$ cat src/pkg/acr_defs.vh
// constants of the converter setup and result register bank
// assumes the includer uses the bit positions as indices and the rest as sized literals
`ifndef ACR_DEFS_VH
`define ACR_DEFS_VH
`define ACR_PTR_RESULT 8'h00
`define ACR_PTR_SETUP 8'h01
`define ACR_RESULT_RST 12'h000
`define ACR_SETUP_RST 16'h8583
`define ACR_GC_RESET_CMD 8'h06
`define ACR_BIT_START 15
`define ACR_MUX_HI 14
`define ACR_MUX_LO 12
`define ACR_FSR_HI 11
`define ACR_FSR_LO 9
`define ACR_BIT_MODE 8
`define ACR_RATE_HI 7
`define ACR_RATE_LO 5
`define ACR_RSVD_HI 4
`define ACR_MUX_FIXED 3'h0
`define ACR_FSR_FIXED 3'h2
`define ACR_RESULT_PAD 4'h0
`endif

$ cat src/verilog/acr_regs.v
// register bank: conversion result and converter setup, pointer addressed
// assumes a bus front end on i_mclk that delivers whole bytes per frame
module acr_regs #(
  parameter HAS_MUX = 1,
  parameter HAS_PGA = 1
) (
  // clock and reset
  input wire i_mclk,
  input wire i_rst_n,
  // byte interface from the serial front end
  input wire i_wr_start,
  input wire i_gc_start,
  input wire i_wr_byte_vld,
  input wire [7:0] i_wr_byte,
  input wire i_rd_start,
  input wire i_rd_next,
  output wire [7:0] o_rd_byte,
  output wire o_rd_byte_vld,
  // converter core
  input wire i_conv_done,
  input wire [11:0] i_conv_data,
  output reg o_conv_start,
  output reg o_conv_run,
  output reg o_conv_busy,
  output reg [2:0] o_input_pair_select,
  output reg [2:0] o_full_scale_select,
  output reg [2:0] o_sample_rate_select
);
`include "acr_defs.vh"

  reg [7:0] register_pointer_byte_q;
  reg [11:0] result_q;
  reg [14:0] setup_q;
  reg [7:0] msb_q;
  reg [3:0] frame_q;
  reg [3:0] frame_d;
  reg gc_q;
  reg busy_q;
  reg start_or_idle_flag;
  reg [15:0] rd_word;
  reg [14:0] wr_setup;
  wire [15:0] wr_word;
  wire commit;
  wire soft_rst;
  wire frame_new;
  wire byte_take;

  // frame position, one-hot
  localparam [3:0] FR_PTR = 4'h1;
  localparam [3:0] FR_HI = 4'h2;
  localparam [3:0] FR_LO = 4'h4;
  localparam [3:0] FR_END = 4'h8;
  // reset image of the whole setup word, start bit included
  localparam [15:0] SETUP_RST = `ACR_SETUP_RST;

  // a frame start in the same cycle as a byte drops that byte
  assign frame_new = i_wr_start || i_gc_start;
  assign byte_take = i_wr_byte_vld && !frame_new;
  assign wr_word = {msb_q, i_wr_byte};
  assign commit = byte_take && !gc_q && (frame_q == FR_LO) &&
                  (register_pointer_byte_q == `ACR_PTR_SETUP);
  assign soft_rst = byte_take && gc_q && (frame_q == FR_PTR) &&
                    (i_wr_byte == `ACR_GC_RESET_CMD);

  // fixed fields on variants without the analog stage
  always @* begin
    wr_setup = wr_word[14:0];
    if (HAS_MUX == 0) begin
      wr_setup[`ACR_MUX_HI:`ACR_MUX_LO] = `ACR_MUX_FIXED;
    end
    if (HAS_PGA == 0) begin
      wr_setup[`ACR_FSR_HI:`ACR_FSR_LO] = `ACR_FSR_FIXED;
    end
  end

  // next frame position; bytes past the low byte are ignored
  always @* begin
    frame_d = frame_q;
    case (frame_q)
      FR_PTR: begin
        if (byte_take) begin
          frame_d = soft_rst ? FR_END : FR_HI;
        end
      end
      FR_HI: begin
        if (byte_take) begin
          frame_d = FR_LO;
        end
      end
      FR_LO: begin
        if (byte_take) begin
          frame_d = FR_END;
        end
      end
      FR_END: begin
        frame_d = FR_END;
      end
      default: begin
        frame_d = FR_END;
      end
    endcase
    if (frame_new) begin
      frame_d = FR_PTR;
    end
  end

  // frame position, pointer and high byte
  always @(posedge i_mclk or negedge i_rst_n) begin
    if (!i_rst_n) begin
      register_pointer_byte_q <= `ACR_PTR_RESULT;
      msb_q <= 8'h00;
      frame_q <= FR_PTR;
      gc_q <= 1'b0;
    end else begin
      frame_q <= frame_d;
      if (frame_new) begin
        gc_q <= i_gc_start;
      end
      if (soft_rst) begin
        register_pointer_byte_q <= `ACR_PTR_RESULT;
      end
      if (byte_take && frame_q == FR_PTR && !gc_q) begin
        register_pointer_byte_q <= i_wr_byte;
      end
      if (byte_take && frame_q == FR_HI) begin
        msb_q <= i_wr_byte;
      end
    end
  end

  // setup register, conversion control and result
  always @(posedge i_mclk or negedge i_rst_n) begin
    if (!i_rst_n) begin
      setup_q <= SETUP_RST[`ACR_MUX_HI:0];
      result_q <= `ACR_RESULT_RST;
      busy_q <= 1'b0;
      o_conv_start <= 1'b0;
    end else if (soft_rst) begin
      setup_q <= SETUP_RST[`ACR_MUX_HI:0];
      result_q <= `ACR_RESULT_RST;
      busy_q <= 1'b0;
      o_conv_start <= 1'b0;
    end else begin
      o_conv_start <= 1'b0;
      if (i_conv_done) begin
        result_q <= i_conv_data;
        busy_q <= 1'b0;
      end
      if (commit) begin
        setup_q <= wr_setup;
        // start only when idle and powered down
        if (wr_word[`ACR_BIT_START] && !busy_q &&
            setup_q[`ACR_BIT_MODE] && wr_setup[`ACR_BIT_MODE]) begin
          busy_q <= 1'b1;
          o_conv_start <= 1'b1;
        end
      end
    end
  end

  always @* begin
    start_or_idle_flag = setup_q[`ACR_BIT_MODE] & ~busy_q;
    if (register_pointer_byte_q == `ACR_PTR_RESULT) begin
      rd_word = {result_q, `ACR_RESULT_PAD};
    end else if (register_pointer_byte_q == `ACR_PTR_SETUP) begin
      rd_word = {start_or_idle_flag, setup_q};
    end else begin
      rd_word = 16'h0000;
    end
  end

  // registered field outputs
  always @(posedge i_mclk or negedge i_rst_n) begin
    if (!i_rst_n) begin
      o_conv_run <= 1'b0;
      o_conv_busy <= 1'b0;
      o_input_pair_select <= SETUP_RST[`ACR_MUX_HI:`ACR_MUX_LO];
      o_full_scale_select <= SETUP_RST[`ACR_FSR_HI:`ACR_FSR_LO];
      o_sample_rate_select <= SETUP_RST[`ACR_RATE_HI:`ACR_RATE_LO];
    end else begin
      // continuous when mode bit is 0
      o_conv_run <= ~setup_q[`ACR_BIT_MODE];
      o_conv_busy <= busy_q;
      o_input_pair_select <= setup_q[`ACR_MUX_HI:`ACR_MUX_LO];
      o_full_scale_select <= setup_q[`ACR_FSR_HI:`ACR_FSR_LO];
      o_sample_rate_select <= setup_q[`ACR_RATE_HI:`ACR_RATE_LO];
    end
  end

  acr_byte_reader u_reader (
    .i_mclk(i_mclk),
    .i_rst_n(i_rst_n),
    .i_load(i_rd_start),
    .i_word(rd_word),
    .i_next(i_rd_next),
    .o_byte(o_rd_byte),
    .o_valid(o_rd_byte_vld)
  );
endmodule

$ cat src/verilog/acr_byte_reader.v
// sends a 16-bit register word one byte per request, high byte first
// assumes load and next requests come from logic on the same clock
module acr_byte_reader (
  // clock and reset
  input wire i_mclk,
  input wire i_rst_n,
  // word capture and byte requests
  input wire i_load,
  input wire [15:0] i_word,
  input wire i_next,
  // byte out
  output reg [7:0] o_byte,
  output reg o_valid
);
  reg [15:0] hold_q;
  reg sel_q;
  wire [15:0] word_w;
  wire sel_w;

  assign word_w = i_load ? i_word : hold_q;
  assign sel_w = i_load ? 1'b0 : sel_q;

  always @(posedge i_mclk or negedge i_rst_n) begin
    if (!i_rst_n) begin
      hold_q <= 16'h0000;
      sel_q <= 1'b0;
      o_byte <= 8'h00;
      o_valid <= 1'b0;
    end else begin
      o_valid <= i_next;
      if (i_load) begin
        hold_q <= i_word;
      end
      if (i_next) begin
        o_byte <= sel_w ? word_w[7:0] : word_w[15:8];
        sel_q <= ~sel_w;
      end else if (i_load) begin
        sel_q <= 1'b0;
      end
    end
  end
endmodule

$ cat config.mk
export PLATFORM = sky130hd
export DESIGN_NAME = acr_regs
export DESIGN_NICKNAME = d
export VERILOG_FILES = /design/src/verilog/acr_regs.v /design/src/verilog/acr_byte_reader.v
export VERILOG_INCLUDE_DIRS = /design/src /design/src/pkg
export SDC_FILE = /design/constraint.sdc
export NUM_CORES = 1
export LEC_CHECK = 0
export BUFFER_PORTS_ARGS = -buffer_cell sky130_fd_sc_hd__buf_2
export CORE_MARGIN = 5
export CORE_UTILIZATION = 48
export CTS_BUF_LIST = sky130_fd_sc_hd__clkbuf_4 sky130_fd_sc_hd__clkbuf_8 sky130_fd_sc_hd__clkbuf_16
export CTS_CLUSTER_SIZE = 10
export DETAILED_ROUTE_END_ITERATION = 10
export HOLD_SLACK_MARGIN = 0.15
export PLACE_DENSITY = 0.68
export SLEW_MARGIN = 10
export SYNTH_ARGS = -nofsm -noshare
export SYNTH_HDL_FRONTEND = slang
export SYNTH_HIERARCHICAL = 1
export SYNTH_SLANG_ARGS = --single-unit
$ cat constraint.sdc
create_clock -name i_mclk -period 3.2 [get_ports i_mclk]
set_input_delay 0.32 -clock i_mclk [delete_from_list [all_inputs] [get_ports i_mclk]]
set_output_delay 0.32 -clock i_mclk [all_outputs]
set_load 0.01 [all_outputs]
==> summary.log, run 1 <==
INFO  status         outcome=finished clean
INFO  yosys          async_flop_share=1.00
INFO  yosys          synthesis.area_per_instance=11.5um2
INFO  layout         final_core_utilization=0.563
INFO  sta            slew_headroom=0.292
INFO  critical_path  worst_r2r_endpoint=u_reader/o_byte[1]
INFO  pwr            worst_ir_drop_on_vdd=0.000375V
INFO  cts            post_cts_hold_buffer_count=0
INFO  cts            cts_made_buffers=9
INFO  sta            timing.final.setup_violations=0
INFO  yosys          synth_warnings=6
INFO  grt            number_of_antenna_violations_at_the_first_check_in_global_routing=0
INFO  layout         final_net_count=387
INFO  grt            grt_use_total=0.161
INFO  yosys          synth_enable_flop_cells=0
INFO  sta            timing.final.max_slew_violations=0
INFO  sta            worst_slew_pin_slew=1.06ns
INFO  route          drtIter0Drc=116
INFO  route          post_drt_wl_per_cell=15.6um
INFO  die            placement_rows=31
INFO  route          detail_route.drc_violations=0
INFO  cts            clk_transition_reported_paths=0.08ns
INFO  critical_path  cpMaxStageDelayCell=sky130_fd_sc_hd__nor4b_2
INFO  yosys          synth.top_cells.by_area=sky130_fd_sc_hd__dfrtp_1, sky130_fd_sc_hd__mux2_2, sky130_fd_sc_hd__dfstp_2
INFO  yosys          ys_ff_latch=87
INFO  yosys          synth_top_area_share=0.543
INFO  hold_path      worst_hold_path_type=input pin to asynchronous set/reset pin
INFO  place          pre_cts_slack=0.957ns
INFO  route          dr_total_vias=2404
INFO  cts            h-tree-depth=3
INFO  critical_path  critical_path_required=3.46ns
INFO  route          drt-total-wl=7.20mm
INFO  yosys          synthTopCellsByCount=sky130_fd_sc_hd__dfrtp_1, sky130_fd_sc_hd__nand2_1, sky130_fd_sc_hd__nor2_1
INFO  cts            cts_tree=built
INFO  layout         flow.area_growth_from_synthesis=13.3%
INFO  die            die_h=97.1um
INFO  place          dp.final_hpwl=4.97mm
INFO  cts            clkLatencyLatePin=0.35ns
INFO  sta            timing.fmax=0.445GHz
INFO  critical_path  register_to_register_path_setup_slack=0.95ns
INFO  die            die-area=9430um2
INFO  yosys          postSynthNetCount=345
INFO  critical_path  worstPathArrival=2.51ns
INFO  yosys          synth_top_flop_cell=sky130_fd_sc_hd__dfrtp_1
INFO  critical_path  delay_of_the_slowest_critical_path_stage=0.64ns
INFO  die            core=7330um2
INFO  place          place_congestion=0.771
INFO  route          route.antenna.remaining_nets=0
INFO  yosys          synthCells=317
INFO  sta            timing.clock.skew=0.00682ns
INFO  yosys          synthDominantAreaCellType=sky130_fd_sc_hd__dfrtp_1
INFO  cts            cts_buffer_depth=2
INFO  grt            global_route_wire_length_before_repair=12.2mm
INFO  sta            rsz0062_at_grt=false
INFO  critical_path  worst_setup_path_endpoint=u_reader/o_byte[1]
INFO  grt            number_of_global_route_vias_before_repair=2440
INFO  cts            root_buffer=sky130_fd_sc_hd__clkbuf_8
INFO  sta            post_layout_worst_setup_margin=0.951ns
INFO  critical_path  startpoint=register_pointer_byte_q[5]
INFO  route          detailedRoute.firstPassIterationCount=4
INFO  cts            post_cts_resize_count=0
INFO  flow_run       cap_violations=0
INFO  critical_path  worstSetupPathType=register to register
INFO  critical_path  crit_path_max_fanout=12
INFO  critical_path  worstSetupStartpointType=register
INFO  sta            finalCriticalPeriod=2.25ns
INFO  critical_path  endpoint_class_of_the_critical_path=register
INFO  pwr            power_density=564nW/um2
INFO  cts            cts_setup_buffers=0
INFO  grt            overall_overflow_remaining_after_global_route=0
INFO  sta            setup-tns-final=0ns
INFO  sta            worst_hold_slack_across_all_endpoints=0.165ns
INFO  die            die_w=97.1um
INFO  yosys          synth_most_common_cell=sky130_fd_sc_hd__dfrtp_1
INFO  pwr            power_leakage=0.00203uW
INFO  layout         num_antenna_cells=0
INFO  die            floorplan.initialDensity=0.497
INFO  critical_path  worst_r2r_path_depth=6
INFO  route          viasPerCell=5.19
INFO  yosys          synth.cell_area=3640um2
INFO  critical_path  timing.critical_path.cells=nor4b_2, and2_1, a22o_1, mux2_2, nor2_1, o22ai_1
INFO  yosys          synth_sequential_area_ratio=0.600
INFO  critical_path  r2r_start=register_pointer_byte_q[5]
INFO  sta            period_share=0.703
INFO  yosys          yosys.cell_types.count=41
INFO  layout         layout_cell_share_with_drive_strength_beyond_1=0.286
INFO  cts            sinks_on_the_clock_net=87
INFO  die            total_i_o_pin_count=49
INFO  grt            grt_max_degree=88
INFO  sta            final-hold-violation-count=0
INFO  place          port_buffers=48
## power by group
| group | total (uW) | switching, uW | internal [uW] |
|---|---|---|---|
| clock | 786 | 366 | 420 |
| sequential | 1250 | 55.9 | 1190 |
| combinational | 292 | 164 | 129 |
## final cells by class
type	count	area, um2
clock inverter	3	42.5
inverter	11	41.3
tap	99	124
fill	637	3200
clock buffer	13	166
timing repair buffer	50	258
multi-input combinational	200	1310
sequential	87	2190
## registers in the layout, indices dropped and copies added, names as in the netlist
name,cells
u_reader/hold_q,16
busy_q,1
frame_q,4
o_full_scale_select,3
setup_q,15
o_input_pair_select,3
register_pointer_byte_q,8
o_conv_start,1
gc_q,1
result_q,12
msb_q,8
u_reader/o_valid,1
u_reader/sel_q,1
o_conv_run,1
o_conv_busy,1
u_reader/o_byte,8
o_sample_rate_select,3
## critical path, delay by kind of cell (launching register included)
| kind | cells | cell delay, ns |
|---|---|---|
| flip-flops | 1 | 0.41 |
| AO/OA/AOI/OAI | 2 | 0.36 |
| multiplexers | 1 | 0.15 |
| AND/OR/NAND/NOR | 3 | 1.24 |
## worst min-delay path by stage
stage                                          to  slack [ns]  cells past startpoint
after floorplan                            busy_q        0.02                      0
after global placement    o_sample_rate_select[2]        0.37                      0
after detailed placement  o_sample_rate_select[2]        0.37                      0
after CTS                                    gc_q        0.17                      2
after global routing                         gc_q        0.17                      2
final                          u_reader/hold_q[9]        0.16                      1
## cell families after synthesis
| group | share of synthesized area |
|---|---|
| AO/OA/AOI/OAI | 0.0993 |
| XOR/XNOR | 0.00722 |
| multiplexers | 0.109 |
| buffers and inverters | 0.0405 |
| flip-flops | 0.600 |
| AND/OR/NAND/NOR | 0.143 |
## per-layer routing
metal  share of wire  routed length, um  track usage
met1            0.46               3350        0.218
met2            0.47               3360        0.251
met3           0.063                455       0.0596
met4          0.0054                 39       0.0346
met5               0                  0            0
## per-stage QoR
| stage | area, um2 | std cells | power (uW) |
|---|---|---|---|
| floorplan | 3640 | 317 | 1450 |
| global placement | 3920 | 447 | 1560 |
| detailed placement | 3920 | 447 | 1570 |
| CTS | 4130 | 463 | 2360 |
| global route | 4130 | 463 | 2450 |
| finish | 4130 | 463 | 2330 |
## cell usage in the layout, fill, tap and decap left out, types with 2 or more instances in the layout
master,count
sky130_fd_sc_hd__buf_2,47
sky130_fd_sc_hd__nand4_1,2
sky130_fd_sc_hd__nor2_1,33
sky130_fd_sc_hd__and4_1,2
sky130_fd_sc_hd__nor4b_2,2
sky130_fd_sc_hd__nand2b_1,2
sky130_fd_sc_hd__nor2b_1,3
sky130_fd_sc_hd__nand3b_1,2
sky130_fd_sc_hd__clkbuf_4,2
sky130_fd_sc_hd__a31oi_1,2
sky130_fd_sc_hd__a21oi_1,5
sky130_fd_sc_hd__o21ai_1,7
sky130_fd_sc_hd__and2_1,2
sky130_fd_sc_hd__nand2_1,39
sky130_fd_sc_hd__buf_4,3
sky130_fd_sc_hd__mux2_2,22
sky130_fd_sc_hd__mux2_4,2
sky130_fd_sc_hd__mux2i_1,12
sky130_fd_sc_hd__dfrtp_1,79
sky130_fd_sc_hd__o21ai_0,22
sky130_fd_sc_hd__a22o_1,12
sky130_fd_sc_hd__dfstp_2,8
sky130_fd_sc_hd__inv_1,11
sky130_fd_sc_hd__o22ai_1,8
sky130_fd_sc_hd__clkbuf_8,11
sky130_fd_sc_hd__xor2_1,2
sky130_fd_sc_hd__and3_1,4
sky130_fd_sc_hd__nor4b_1,2
(Power assumes the default switching activity.)
==> run 2: changes to the inputs <==
PLACE_DENSITY = 0.71   (was 0.68)
clock period = 1.8 ns   (was 3.2 ns; I/O delays follow)
==> summary.log, run 2 (synthesized netlist as in run 1, its figures left out) <==
INFO  flow_run       cap_violations=0 [unchanged]
INFO  critical_path  critical_path_required=2.08ns [-1.38 ns]
INFO  sta            timing.clock.skew=0.00800ns [+0.00119 ns]
INFO  status         outcome=finished clean
INFO  layout         most_common_cell_after_layout_fill_and_taps_aside=sky130_fd_sc_hd__dfrtp_1
INFO  critical_path  worstSetupPathType=register to register
INFO  place          place_congestion=0.805 [+4.4%]
INFO  route          detailedRoute.firstPassIterationCount=5 [+1]
INFO  die            die_w=97.1um [unchanged]
INFO  pwr            worst_ir_drop_on_vdd=0.000774V [+110%]
INFO  pwr            power_density=927nW/um2 [+64%]
INFO  critical_path  timing.critical_path.max_delay_family=simple AND/OR/NAND/NOR gates
INFO  cts            root_buffer=sky130_fd_sc_hd__clkbuf_8
INFO  grt            grt_max_degree=42 [-52%]
INFO  critical_path  worstPathArrival=1.97ns [-0.54 ns]
INFO  layout         largest_register_ffs=16 [unchanged]
INFO  die            die_h=97.1um [unchanged]
INFO  grt            overall_overflow_remaining_after_global_route=0 [unchanged]
INFO  sta            slew_headroom=0.482 [+0.191]
INFO  layout         flow.area_growth_from_synthesis=26.8%
INFO  cts            sinks_on_the_clock_net=87 [unchanged]
INFO  cts            cts_tree=built
INFO  sta            timing.final.setup_violations=0 [unchanged]
INFO  layout         num_antenna_cells=0 [unchanged]
INFO  pwr            internal-power=3190uW [+83%]
INFO  grt            number_of_antenna_violations_at_the_first_check_in_global_routing=0 [unchanged]
INFO  sta            timing.final.max_slew_violations=0 [unchanged]
INFO  hold_path      worst_hold_path_type=input pin to register
INFO  critical_path  timing.critical_path.cells=nor4_4, nand2_1, nor2_4, buf_6, a22o_1, mux2_4, nor2_2, o22ai_1
INFO  critical_path  worst_r2r_path_depth=8 [+2]
INFO  critical_path  timing.critical_path.buf_inv=1 [+1]
INFO  die            die-area=9430um2 [unchanged]
INFO  route          post_drt_wl_per_cell=15.3um [-1.6%]
INFO  cts            h-tree-depth=3 [unchanged]
INFO  critical_path  critical_path_cell_count=8 [+2]
INFO  pwr            combinational_power_share=0.162 [+0.036]
INFO  route          viasPerCell=5.16 [-0.59%]
INFO  place          port_buffers=48 [unchanged]
INFO  critical_path  crit_path_max_fanout=6 [-6]
INFO  cts            cts_buffer_depth=2 [unchanged]
INFO  place          dp.final_hpwl=5.27mm [+6.0%]
INFO  pwr            power_leakage=0.00227uW [+12%]
INFO  critical_path  endpoint_class_of_the_critical_path=register
INFO  pwr            total_power=4280uW [+84%]
INFO  sta            setup-tns-final=0ns [unchanged]
INFO  layout         biggest_registers_after_layout=u_reader/hold_q (16), setup_q (15), result_q (12)
INFO  critical_path  worstSetupStartpointType=register
INFO  sta            worst_hold_slack_across_all_endpoints=0.165ns [+0.000404 ns]
INFO  cts            clk_transition_reported_paths=0.08ns [about the same]
INFO  sta            final-hold-violation-count=0 [unchanged]
INFO  sta            timing.fmax=0.591GHz [+33%]
INFO  cts            cts_made_buffers=9 [unchanged]
INFO  sta            rsz0062_at_grt=true
INFO  route          route.antenna.remaining_nets=0 [unchanged]
INFO  route          dr_total_vias=2617 [+8.9%]
INFO  die            core=7330um2 [unchanged]
INFO  sta            worst_slew_pin_slew=0.775ns [-0.288 ns]
INFO  route          detail_route.drc_violations=0 [unchanged]
INFO  grt            grt_use_total=0.174 [+0.0128]
INFO  layout         final_net_count=432 [+12%]
INFO  route          drtIter0Drc=134 [+16%]
INFO  cts            clkLatencyLatePin=0.36ns [about the same]
INFO  layout         layout_cell_share_with_drive_strength_beyond_1=0.324 [+0.0378]
INFO  pwr            power_switching_share=0.256 [+0.00431]
INFO  die            placement_rows=31 [unchanged]
INFO  sta            finalCriticalPeriod=1.69ns [-0.556 ns]
INFO  route          drt-total-wl=7.77mm [+7.8%]
INFO  grt            global_route_wire_length_before_repair=13.2mm [+7.4%]
INFO  pwr            power.switching=1090uW [+87%]
INFO  layout         final_core_utilization=0.630 [+0.0672]
INFO  die            total_i_o_pin_count=49 [unchanged]
INFO  pwr            clock_share_of_power=0.316 [-0.022]
INFO  critical_path  cpMaxStageDelayCell=sky130_fd_sc_hd__dfrtp_1
INFO  layout         top_register=u_reader/hold_q
INFO  layout         final_cell_mix=sky130_fd_sc_hd__dfrtp_1, sky130_fd_sc_hd__buf_2, sky130_fd_sc_hd__nand2_1
INFO  grt            number_of_global_route_vias_before_repair=2597 [+6.4%]
INFO  die            floorplan.initialDensity=0.497 [unchanged]
INFO  sta            period_share=0.940 [+0.238]
INFO  hold_path      min_path_cells=3
INFO  pwr            seq_power_share=0.522 [-0.015]
INFO  critical_path  delay_of_the_slowest_critical_path_stage=0.41ns [-0.23 ns]
==> run 2: cell types whose count changed in the layout (fill, tap and decap cells not counted), moves of 2 or more <==
| cell | change |
|---|---|
| sky130_fd_sc_hd__mux2_2 | -5 |
| sky130_fd_sc_hd__o22ai_1 | -2 |
| sky130_fd_sc_hd__buf_6 | +2 |
| sky130_fd_sc_hd__o22ai_2 | +2 |
| sky130_fd_sc_hd__nor2_1 | -5 |
| sky130_fd_sc_hd__buf_12 | +3 |
| sky130_fd_sc_hd__nor2_2 | +4 |
| sky130_fd_sc_hd__buf_4 | +16 |
| sky130_fd_sc_hd__dlygate4sd3_1 | +24 |
| sky130_fd_sc_hd__mux2_4 | +5 |
==> run 2: path summary, 6_finish.rpt <==
| path | start | end | slack (ns) |
|---|---|---|---|
| worst max-delay path | register_pointer_byte_q[1] | u_reader/o_byte[0] | 0.11 |
| worst min-delay path | i_wr_byte_vld | frame_q[0] | 0.16 |
| worst max register to register | register_pointer_byte_q[1] | u_reader/o_byte[0] | 0.11 |
| worst min register to register | setup_q[7] | o_sample_rate_select[2] | 0.38 |
| max in group asynchronous | i_rst_n | frame_q[0] | 0.83 |
| min in group asynchronous | i_rst_n | u_reader/o_byte[1] | 0.34 |
==> run 2: routing by layer <==
metal  track usage  share of wire  vias to the layer above
met5             0              0                        -
met4        0.0562          0.016                        0
met3        0.0510          0.054                       15
met2         0.269           0.48                       61
met1         0.237           0.45                     1272
li1              -              -                     1269
==> run 2: power groups by stage <==
stage	Combinational, uW	Clock, uW	Sequential, uW
2_1_floorplan	330	0	2260
3_3_place_gp	558	0	2260
3_5_place_dp	573	0	2270
4_1_cts	617	1390	2230
5_1_grt	771	1470	2260
6_report	692	1350	2230
==> run 2: layout make-up <==
cell class	instances	area, um2
clock buffers	12	153
clock inverters	3	43.8
fillers	560	2710
inverters	11	41.3
multi-input cells	200	1370
flip-flops and latches	87	2190
well taps	99	124
repair buffers	95	701
==> run 2: timing repair <==
item	in CTS	in global routing
endpoints found under the hold margin	71	0
hold buffers	24	0
buffers inserted	0	6
gates resized for setup	0	17
endpoints found under the setup margin	0	10
==> run 2: worst reg2reg max path: stages, from the launching register on <==
cell and delay, ns:
sky130_fd_sc_hd__dfrtp_1 0.41, sky130_fd_sc_hd__nor4_4 0.31, sky130_fd_sc_hd__nand2_1 0.13, sky130_fd_sc_hd__nor2_4 0.16
sky130_fd_sc_hd__buf_6 0.14, sky130_fd_sc_hd__a22o_1 0.14, sky130_fd_sc_hd__mux2_4 0.15, sky130_fd_sc_hd__nor2_2 0.04
sky130_fd_sc_hd__o22ai_1 0.14
==> run 2: per-stage QoR <==
stage	worst slack [ns]	area, um2	std cells
global placement	0.0778	4070	461
detailed placement	0.0473	4070	461
CTS	0.0124	4510	500
global route	-0.0718	4620	507
floorplan	0.00985	3650	317
finish	0.107	4620	507
